==> config.mk <==
export PLATFORM = sky130hd
export DESIGN_NAME = cfg_access
export DESIGN_NICKNAME = d
export VERILOG_FILES = /design/src/rtl/cfg_access.v
export VERILOG_INCLUDE_DIRS = /design/src /design/src/rtl
export SDC_FILE = /design/constraint.sdc
export NUM_CORES = 1
export LEC_CHECK = 0
export BUFFER_PORTS_ARGS = -buffer_cell sky130_fd_sc_hd__buf_4
export CAP_MARGIN = 40
export CORE_MARGIN = 2
export CORE_UTILIZATION = 49
export CTS_CLUSTER_DIAMETER = 100
export DETAILED_ROUTE_END_ITERATION = 16
export PLACE_DENSITY_LB_ADDON = 0.15
export SETUP_SLACK_MARGIN = 0.1
export SYNTH_ARGS = -nofsm -noshare
export SYNTH_HDL_FRONTEND = slang
export SYNTH_SLANG_ARGS = --single-unit
==> constraint.sdc <==
create_clock -name clk_sys -period 2.4 [get_ports clk_sys]
set_clock_uncertainty 0.15 [all_clocks]
set_input_delay 0.36 -clock clk_sys [delete_from_list [all_inputs] [get_ports clk_sys]]
set_output_delay 0.36 -clock clk_sys [all_outputs]
set_load 0.01 [all_outputs]
==> src/rtl/cfg_access_defs.vh <==
// Constants for the configuration register access block
`ifndef CFG_ACCESS_DEFS_VH
`define CFG_ACCESS_DEFS_VH
`define IO_CFG_ADDR       16'h0CF8
`define IO_CFG_DATA       16'h0CFC
`define CFG_EN_BIT        31
`define CFG_OFFS_LO       2
`define CFG_OFFS_HI       7
`define CFG_ADDR_RST      32'h00000000
// Internal configuration dwords, index into a 64-dword space
`define CFG_IDX_ID        6'h00
`define CFG_IDX_CTRL      6'h01
`define CFG_IDX_STATUS    6'h02
`define CFG_IDX_ONCE      6'h03
`define CFG_IDX_LOCKED    6'h04
`define CFG_IDX_SCRATCH   6'h05
`define CFG_IDX_VENDOR    6'h3F
// Field layouts and reset values
`define CTRL_RST          32'h00000000
`define CTRL_RW_MASK      32'h0000FFFF
`define STATUS_W1C_MASK   32'h000000FF
`define STATUS_RST        32'h00000000
`define ONCE_RST          32'h00000000
`define LOCKED_RST        32'h00000000
`define LOCKED_LOCK_BIT   31
`define LOCKED_RW_MASK    32'h0000FFFF
`define SCRATCH_RST       32'h00000000
`define STRAP_POS         16
`define STRAP_W           2
`define ID_VALUE          32'h5A5A1234
`endif

==> src/rtl/cfg_access.v <==
// Host I/O config address/data window with attribute-typed config registers
`timescale 1ns/10ps
`default_nettype none
`include "cfg_access_defs.vh"
module cfg_access #(
	parameter [31:0] ID_VALUE = `ID_VALUE // Arbitrary identity value
) (
	// Clock, reset, enable
	input  wire        clk_sys,
	input  wire        reset,
	input  wire        clk_en,
	input  wire        power_good,
	// Host I/O request
	input  wire        io_req,
	input  wire        io_write,
	input  wire [15:0] io_addr,
	input  wire [3:0]  io_be,
	input  wire [31:0] io_wdata,
	// Host I/O answer
	output reg         io_done,
	output reg         io_claim,
	output reg  [31:0] io_rdata,
	// Straps and hardware events
	input  wire [1:0]  strap_in,
	input  wire [7:0]  status_set,
	// Block state and control outputs
	output wire [15:0] ctrl_out,
	output wire [15:0] locked_out,
	output wire [31:0] once_out,
	output wire [31:0] cfg_addr_out
);
	// Access model as software sees it:
	// The host reaches this set only through two I/O dwords, the address
	// register and the data window behind it. A full-dword write to the
	// address register selects bus, device, function and dword; the data
	// window then reads or writes that dword, one byte lane per enable.
	// Only bus 0, device 0, function 0 is decoded here. Any other target
	// is still claimed, but reads zero and drops writes, because routing
	// to downstream buses lives outside this block.
	// Every access answers one cycle after it is taken, so the host never
	// waits on a reserved or unknown location.
	// Limitation: one access per cycle; a held request counts again.

	// Address register
	reg  [31:0] cfg_addr_reg;
	// Plain and strap-backed control dword
	reg  [31:0] ctrl_reg;
	// Hardware-set status, cleared by writing ones
	reg  [31:0] status_reg;
	// Lockable dword, bit 31 is its lock
	reg  [31:0] locked_reg;
	// Fully writable scratch dword
	reg  [31:0] scratch_reg;
	// Straps latched at power-good rise, and the edge detector for it
	reg  [1:0]  strap_reg;
	reg         pg_prev_reg;
	// Read data ahead of the answer flop
	reg  [31:0] rd_next;
	// Write-once dword, assembled from per-lane flops
	wire [31:0] once_reg;
	wire [31:0] once_rst_val;
	// Byte-lane mask from the host byte enables
	wire [31:0] byte_mask;
	// Decode terms
	wire        take;
	wire        hit_addr;
	wire        hit_data;
	wire        cfg_on;
	wire        local_fn;
	wire [5:0]  idx;
	wire        rd_cfg;
	// Write strobes, one per dword
	wire        wr_addr;
	wire        wr_cfg;
	wire        wr_ctrl;
	wire        wr_status;
	wire        wr_once;
	wire        wr_locked;
	wire        wr_scratch;
	// Field masks for the partial-write merges
	wire [31:0] ctrl_mask;
	wire [31:0] status_clr;
	wire [31:0] locked_mask;
	genvar      lane;

	// Reset value of the write-once dword, sliced per lane below
	assign once_rst_val = `ONCE_RST;

	// Decode of the two I/O ports; the address register only as a full dword
	// A narrow access to the address port is not claimed, so it cannot
	// leave a half-built address behind
	assign take     = clk_en && io_req;
	assign hit_addr = (io_addr == `IO_CFG_ADDR) && (io_be == 4'hF);
	assign hit_data = (io_addr == `IO_CFG_DATA);
	// Only bus 0 device 0 function 0 lands in this register set
	assign cfg_on   = cfg_addr_reg[`CFG_EN_BIT];
	assign local_fn = (cfg_addr_reg[23:8] == 16'h0000);
	assign idx      = cfg_addr_reg[`CFG_OFFS_HI:`CFG_OFFS_LO];
	assign rd_cfg   = hit_data && cfg_on && local_fn;

	// Write strobes; the window writes nothing while it is closed
	assign wr_addr    = take && io_write && hit_addr;
	assign wr_cfg     = take && io_write && rd_cfg;
	assign wr_ctrl    = wr_cfg && (idx == `CFG_IDX_CTRL);
	assign wr_status  = wr_cfg && (idx == `CFG_IDX_STATUS);
	assign wr_once    = wr_cfg && (idx == `CFG_IDX_ONCE);
	assign wr_locked  = wr_cfg && (idx == `CFG_IDX_LOCKED);
	assign wr_scratch = wr_cfg && (idx == `CFG_IDX_SCRATCH);

	// Only enabled lanes and defined writable bits move
	assign ctrl_mask   = byte_mask & `CTRL_RW_MASK;
	assign status_clr  = io_wdata & byte_mask & `STATUS_W1C_MASK;
	assign locked_mask = byte_mask & `LOCKED_RW_MASK;

	// Per byte lane: enable mask and the write-once flops
	// Each lane keeps its own done flag, so a byte write cannot use up
	// the single write of a neighbouring lane
	generate
		for (lane = 0; lane < 4; lane = lane + 1) begin : g_lane
			reg [7:0] lane_once_reg;
			reg       lane_done_reg;
			// Lane 0 carries the least significant byte of every dword
			assign byte_mask[lane*8 +: 8] = {8{io_be[lane]}};
			// Survives warm reset; only a power-down clears it
			always @(posedge clk_sys) begin
				if (!power_good) begin
					lane_once_reg <= once_rst_val[lane*8 +: 8];
					lane_done_reg <= 1'b0;
				end else if (wr_once && io_be[lane] && !lane_done_reg) begin
					lane_once_reg <= io_wdata[lane*8 +: 8];
					lane_done_reg <= 1'b1;
				end
			end
			assign once_reg[lane*8 +: 8] = lane_once_reg;
		end
	endgenerate

	// Read mux; unlisted offsets return zero
	// Masking by lane keeps disabled bytes at zero on the bus
	always @* begin
		rd_next = 32'h00000000;
		if (hit_addr) begin
			rd_next = cfg_addr_reg;
		end else if (rd_cfg) begin
			case (idx)
				`CFG_IDX_ID:      rd_next = ID_VALUE;
				`CFG_IDX_CTRL:    rd_next = ctrl_reg;
				`CFG_IDX_STATUS:  rd_next = status_reg;
				`CFG_IDX_ONCE:    rd_next = once_reg;
				`CFG_IDX_LOCKED:  rd_next = locked_reg;
				`CFG_IDX_SCRATCH: rd_next = scratch_reg;
				default:          rd_next = 32'h00000000;
			endcase
		end
		rd_next = rd_next & byte_mask;
	end

	// Answer: every access completes the next cycle, reserved ones too
	// Undecoded ports still answer, so a stray access never hangs the host
	always @(posedge clk_sys) begin
		if (reset) begin
			io_done  <= 1'b0;
			io_claim <= 1'b0;
			io_rdata <= 32'h00000000;
		end else if (clk_en) begin
			io_done  <= io_req;
			io_claim <= io_req && (hit_addr || hit_data);
			io_rdata <= (io_req && !io_write) ? rd_next : 32'h00000000;
		end
	end

	// Strap capture on the rising edge of power good, not under reset
	// A warm reset must keep the straps, so only power good retakes them
	always @(posedge clk_sys) begin
		if (clk_en) begin
			pg_prev_reg <= power_good;
			if (power_good && !pg_prev_reg) begin
				strap_reg <= strap_in;
			end
		end
	end

	// Address register, written whole, no merge needed
	// Reserved bits of the address are stored as written
	always @(posedge clk_sys) begin
		if (reset) begin
			cfg_addr_reg <= `CFG_ADDR_RST;
		end else if (clk_en) begin
			if (wr_addr) begin
				cfg_addr_reg <= io_wdata;
			end
		end
	end

	// Control dword: low half plain read/write, strap bits read-only
	// Strap bits follow the latch every enabled cycle out of reset, so writes never stick there
	always @(posedge clk_sys) begin
		if (reset) begin
			ctrl_reg <= `CTRL_RST;
		end else if (clk_en) begin
			if (wr_ctrl) begin
				ctrl_reg <= (ctrl_reg & ~ctrl_mask) | (io_wdata & ctrl_mask);
			end
			ctrl_reg[`STRAP_POS +: `STRAP_W] <= strap_reg;
		end
	end

	// Status dword: hardware sets, software clears with ones
	// Hardware set wins over a same-cycle clear, so no event is lost
	always @(posedge clk_sys) begin
		if (reset) begin
			status_reg <= `STATUS_RST;
		end else if (clk_en) begin
			if (wr_status) begin
				status_reg <= (status_reg & ~status_clr) | {24'h000000, status_set};
			end else begin
				status_reg <= status_reg | {24'h000000, status_set};
			end
		end
	end

	// Lockable field and its set-only lock bit
	// The lock write itself may still carry new field bytes
	always @(posedge clk_sys) begin
		if (reset) begin
			locked_reg <= `LOCKED_RST;
		end else if (clk_en) begin
			if (wr_locked && !locked_reg[`LOCKED_LOCK_BIT]) begin
				locked_reg <= (locked_reg & ~locked_mask) | (io_wdata & locked_mask);
				if (io_be[3] && io_wdata[`LOCKED_LOCK_BIT]) begin
					locked_reg[`LOCKED_LOCK_BIT] <= 1'b1;
				end
			end
		end
	end

	// Scratch dword, every bit plain read/write
	always @(posedge clk_sys) begin
		if (reset) begin
			scratch_reg <= `SCRATCH_RST;
		end else if (clk_en) begin
			if (wr_scratch) begin
				scratch_reg <= (scratch_reg & ~byte_mask) | (io_wdata & byte_mask);
			end
		end
	end

	// Register views for the rest of the device

	assign ctrl_out     = ctrl_reg[15:0];
	assign locked_out   = locked_reg[15:0];
	assign once_out     = once_reg;
	assign cfg_addr_out = cfg_addr_reg;
endmodule
`default_nettype wire

==> metrics.txt <==
Congestion Overflow GR 0; Hold Slack 0.0400 ns; Buffers on Ports 197; Clock Sinks 180; CP Max Fanout 24; switching part of the total 0.208; clk buf depth 2; Post-synth EDFFs 3; Synth Flop Type dfxtp_1; Worst-path clk slew 0.07 ns; Clock Root Buffer clkbuf_16; status finished, final reports clean; # fillers 1390; worst setup path category reg2reg; Setup crit start kind flip-flop; first-pass GRT wire length 39400 um; Worst path max stage delay 0.51 ns; Mapped Cells 891; die width 135 um; Hold/Removal Path Class in2reg; P_int 5.03 mW; Die Area 0.0182 mm^2; Peak VDD IR 0.501 mV; DR DRC count 0; DRT Wirelength 25600 um; # setup viols final 0; antenna cells 0; initial antenna violation count 0; All-Layer GR Usage 0.277; largest net degree at the start of global routing 68; area taken by multi-input logic gates 0.00425 mm^2; Comb pwr share 0.045; Max-slew headroom 0.472; H-tree depth 4; fin crit share 0.932; sequential power share 0.475; YS warnings 0; Initial Util 0.505; PD cells 579 mW/mm^2; drt first pass iters 7; critical path's slowest cell dfxtp_1; Critical Path Sink Type flip-flop; CP top delay family compound AO/OA/AOI/OAI gates; f_max 0.447 GHz; sequential area share after synthesis 0.433; Synth async-reset ratio 0; synthesis-to-layout area growth 30.6%; register area 0.00364 mm^2; CTS Buf Count 17; Distinct cells, synth 52; vias in the first global route 7133; CTS tree built; Max-Cap Viols 0; unrepaired setup endpoints after global routing yes; crit path DAT 2.38 ns; fin nets 1143; mean number of vias per cell 5.78; per-cell routed wire length 19.6 um; RePlAce Congestion 0.848; Mean Syn Cell Area 9.43 um^2; CP Cell Sequence and3b_1, and2_1, buf_6, a221o_1, a222oi_1, a211oi_1; CP Data Required Time 2.55 ns; # IOs 198; layout cell share with drive strength beyond 1 0.298; Final Hold Fails 0; Routed Antenna Nets 0; post-DP HPWL 17500 um; Buf/Inv on CP 1; Initial DRC Count 686; Die Y 135 um; Core Area 0.0166 mm^2; Vias 7543; Clk network pwr share 0.480; pins over their slew limit 0; Syn Std Cell Area 0.00840 mm^2; Net Count, Synth 959; Synth Register Bits 180; Period minus WS final 2.24 ns; Site Rows 47; Slew @ Worst Pin 0.791 ns; clk_lat worst skew 0.42 ns; P_sw 1.32 mW; Pleak 4.21 nW; setup TNS 0 ns
[metal layers]
metal	track usage	vias up	part of all wire
met5	0	-	0
met4	0.111	0	0.022
met3	0.0503	40	0.066
met2	0.452	307	0.49
met1	0.364	3613	0.43
li1	-	3583	-
[worst register-to-register path, cell delays in order, from the launching register on]
cell and delay, ns:
dfxtp_1 0.51, and3b_1 0.30, and2_1 0.19, buf_6 0.19, a221o_1 0.38, a222oi_1 0.29
a211oi_1 0.09
[layout make-up]
class | count | area share
clock buffer | 21 | 0.0420
timing repair buffer | 263 | 0.195
sequential | 180 | 0.332
clock inverter | 9 | 0.0162
inverter | 6 | 0.00205
multi-input combinational | 607 | 0.388
tap | 220 | 0.0251
[power by group through the flow]
stage	logic [mW]	clock network, mW	registers, mW
after CTS	0.284	3.07	3.02
after global routing	0.306	3.20	3.02
final	0.286	3.05	3.02
after detailed placement	0.279	0	3.08
after global placement	0.277	0	3.08
after floorplan	0.107	0	3.08
[cell usage in the layout, fill, tap and decap left out, drive strengths merged, types with 21 or more instances in the layout]
master and instances:
clkbuf 21, buf 261, a222oi 21, nor2b 45
nor2 76, a221o 23, a21oi 46, nand2 123
dfxtp 177, mux2i 104
[path summary, 6_finish.rpt]
path,end,from,slack [ns],cells after the start
min,status_reg[3]$_SDFFE_PP0P_,io_wdata[3],0.04,2
min reg2reg,cfg_addr_out[30]$_SDFFE_PP0P_,cfg_addr_out[30]$_SDFFE_PP0P_,0.32,2
max reg2reg,io_rdata[9]$_SDFFE_PP0P_,cfg_addr_out[3]$_SDFFE_PP0P_,0.16,6
max,io_rdata[9]$_SDFFE_PP0P_,cfg_addr_out[3]$_SDFFE_PP0P_,0.16,6
[logic make-up (layout without fill, tap and decap cells)]
| kind of cell | count (synthesis) | in the layout | share of synthesized area |
|---|---|---|---|
| and+or+nand+nor | 328 | 328 | 0.220 |
| AOI/OAI and AO/OA | 172 | 172 | 0.156 |
| muxes | 107 | 107 | 0.128 |
| DFF | 180 | 180 | 0.433 |
| buffers and inverters | 104 | 299 | 0.0636 |
[metrics by stage]
stage | utilization | total power, mW | instances | worst slack [ns] | instance area, um^2
2_1_floorplan | - | 3.19 | 891 | 0.0948 | 8410
3_3_place_gp | 0.615 | 3.36 | 1272 | 0.174 | 10200
3_5_place_dp | 0.616 | 3.36 | 1273 | 0.109 | 10200
4_1_cts | 0.655 | 6.37 | 1305 | 0.138 | 10900
5_1_grt | 0.659 | 6.52 | 1306 | 0.0853 | 11000
6_report | 0.659 | 6.35 | 1306 | 0.163 | 11000
[cells in the mapped netlist, types with 2 or more instances]
library cell    n  area [um^2]
nand2_1       123          462
buf_1           3         11.3
clkbuf_1       53          199
a41oi_1         2         17.5
a22o_1         17          149
a221oi_1        7         61.3
and3_1         14         87.6
a311oi_1        8         70.1
buf_2           7         35.0
a21boi_0        3         22.5
or4_1           4         30.0
nor2b_1        45          282
mux2i_1       104         1040
nand2b_1        4         25.0
a21oi_1        46          230
nand3_1         3         15.0
a22oi_1         3         22.5
nand4_1        12         75.1
nor4b_1         2         17.5
and4bb_2        4         50.1
a211oi_1       20          150
and2_0          2         12.5
nor3b_1         2         15.0
and2_1          4         25.0
inv_1           5         18.8
o21ai_0         6         30.0
nor3_1          5         25.0
dfxtp_1       177         3540
nor4_4         14          298
mux2_2          3         33.8
a222oi_1       21          210
nor4_1          2         12.5
nor2_1         76          285
a221o_1        23          230
nor3_2          2         20.0
buf_4          34          255
edfxtp_1        3         90.1
a31oi_1         6         37.5
or3_1           3         18.8
a21o_1          7         52.6
[what timing repair did]
| item | CTS | global route |
|---|---|---|
| setup endpoints to repair | 0 | 72 |
| resized for setup | 0 | 15 |
| hold endpoints to repair | 2 | 0 |
| setup buffers | 0 | 1 |
| hold buffers | 2 | 0 |
Note: power is estimated with default switching activity, not from simulation.
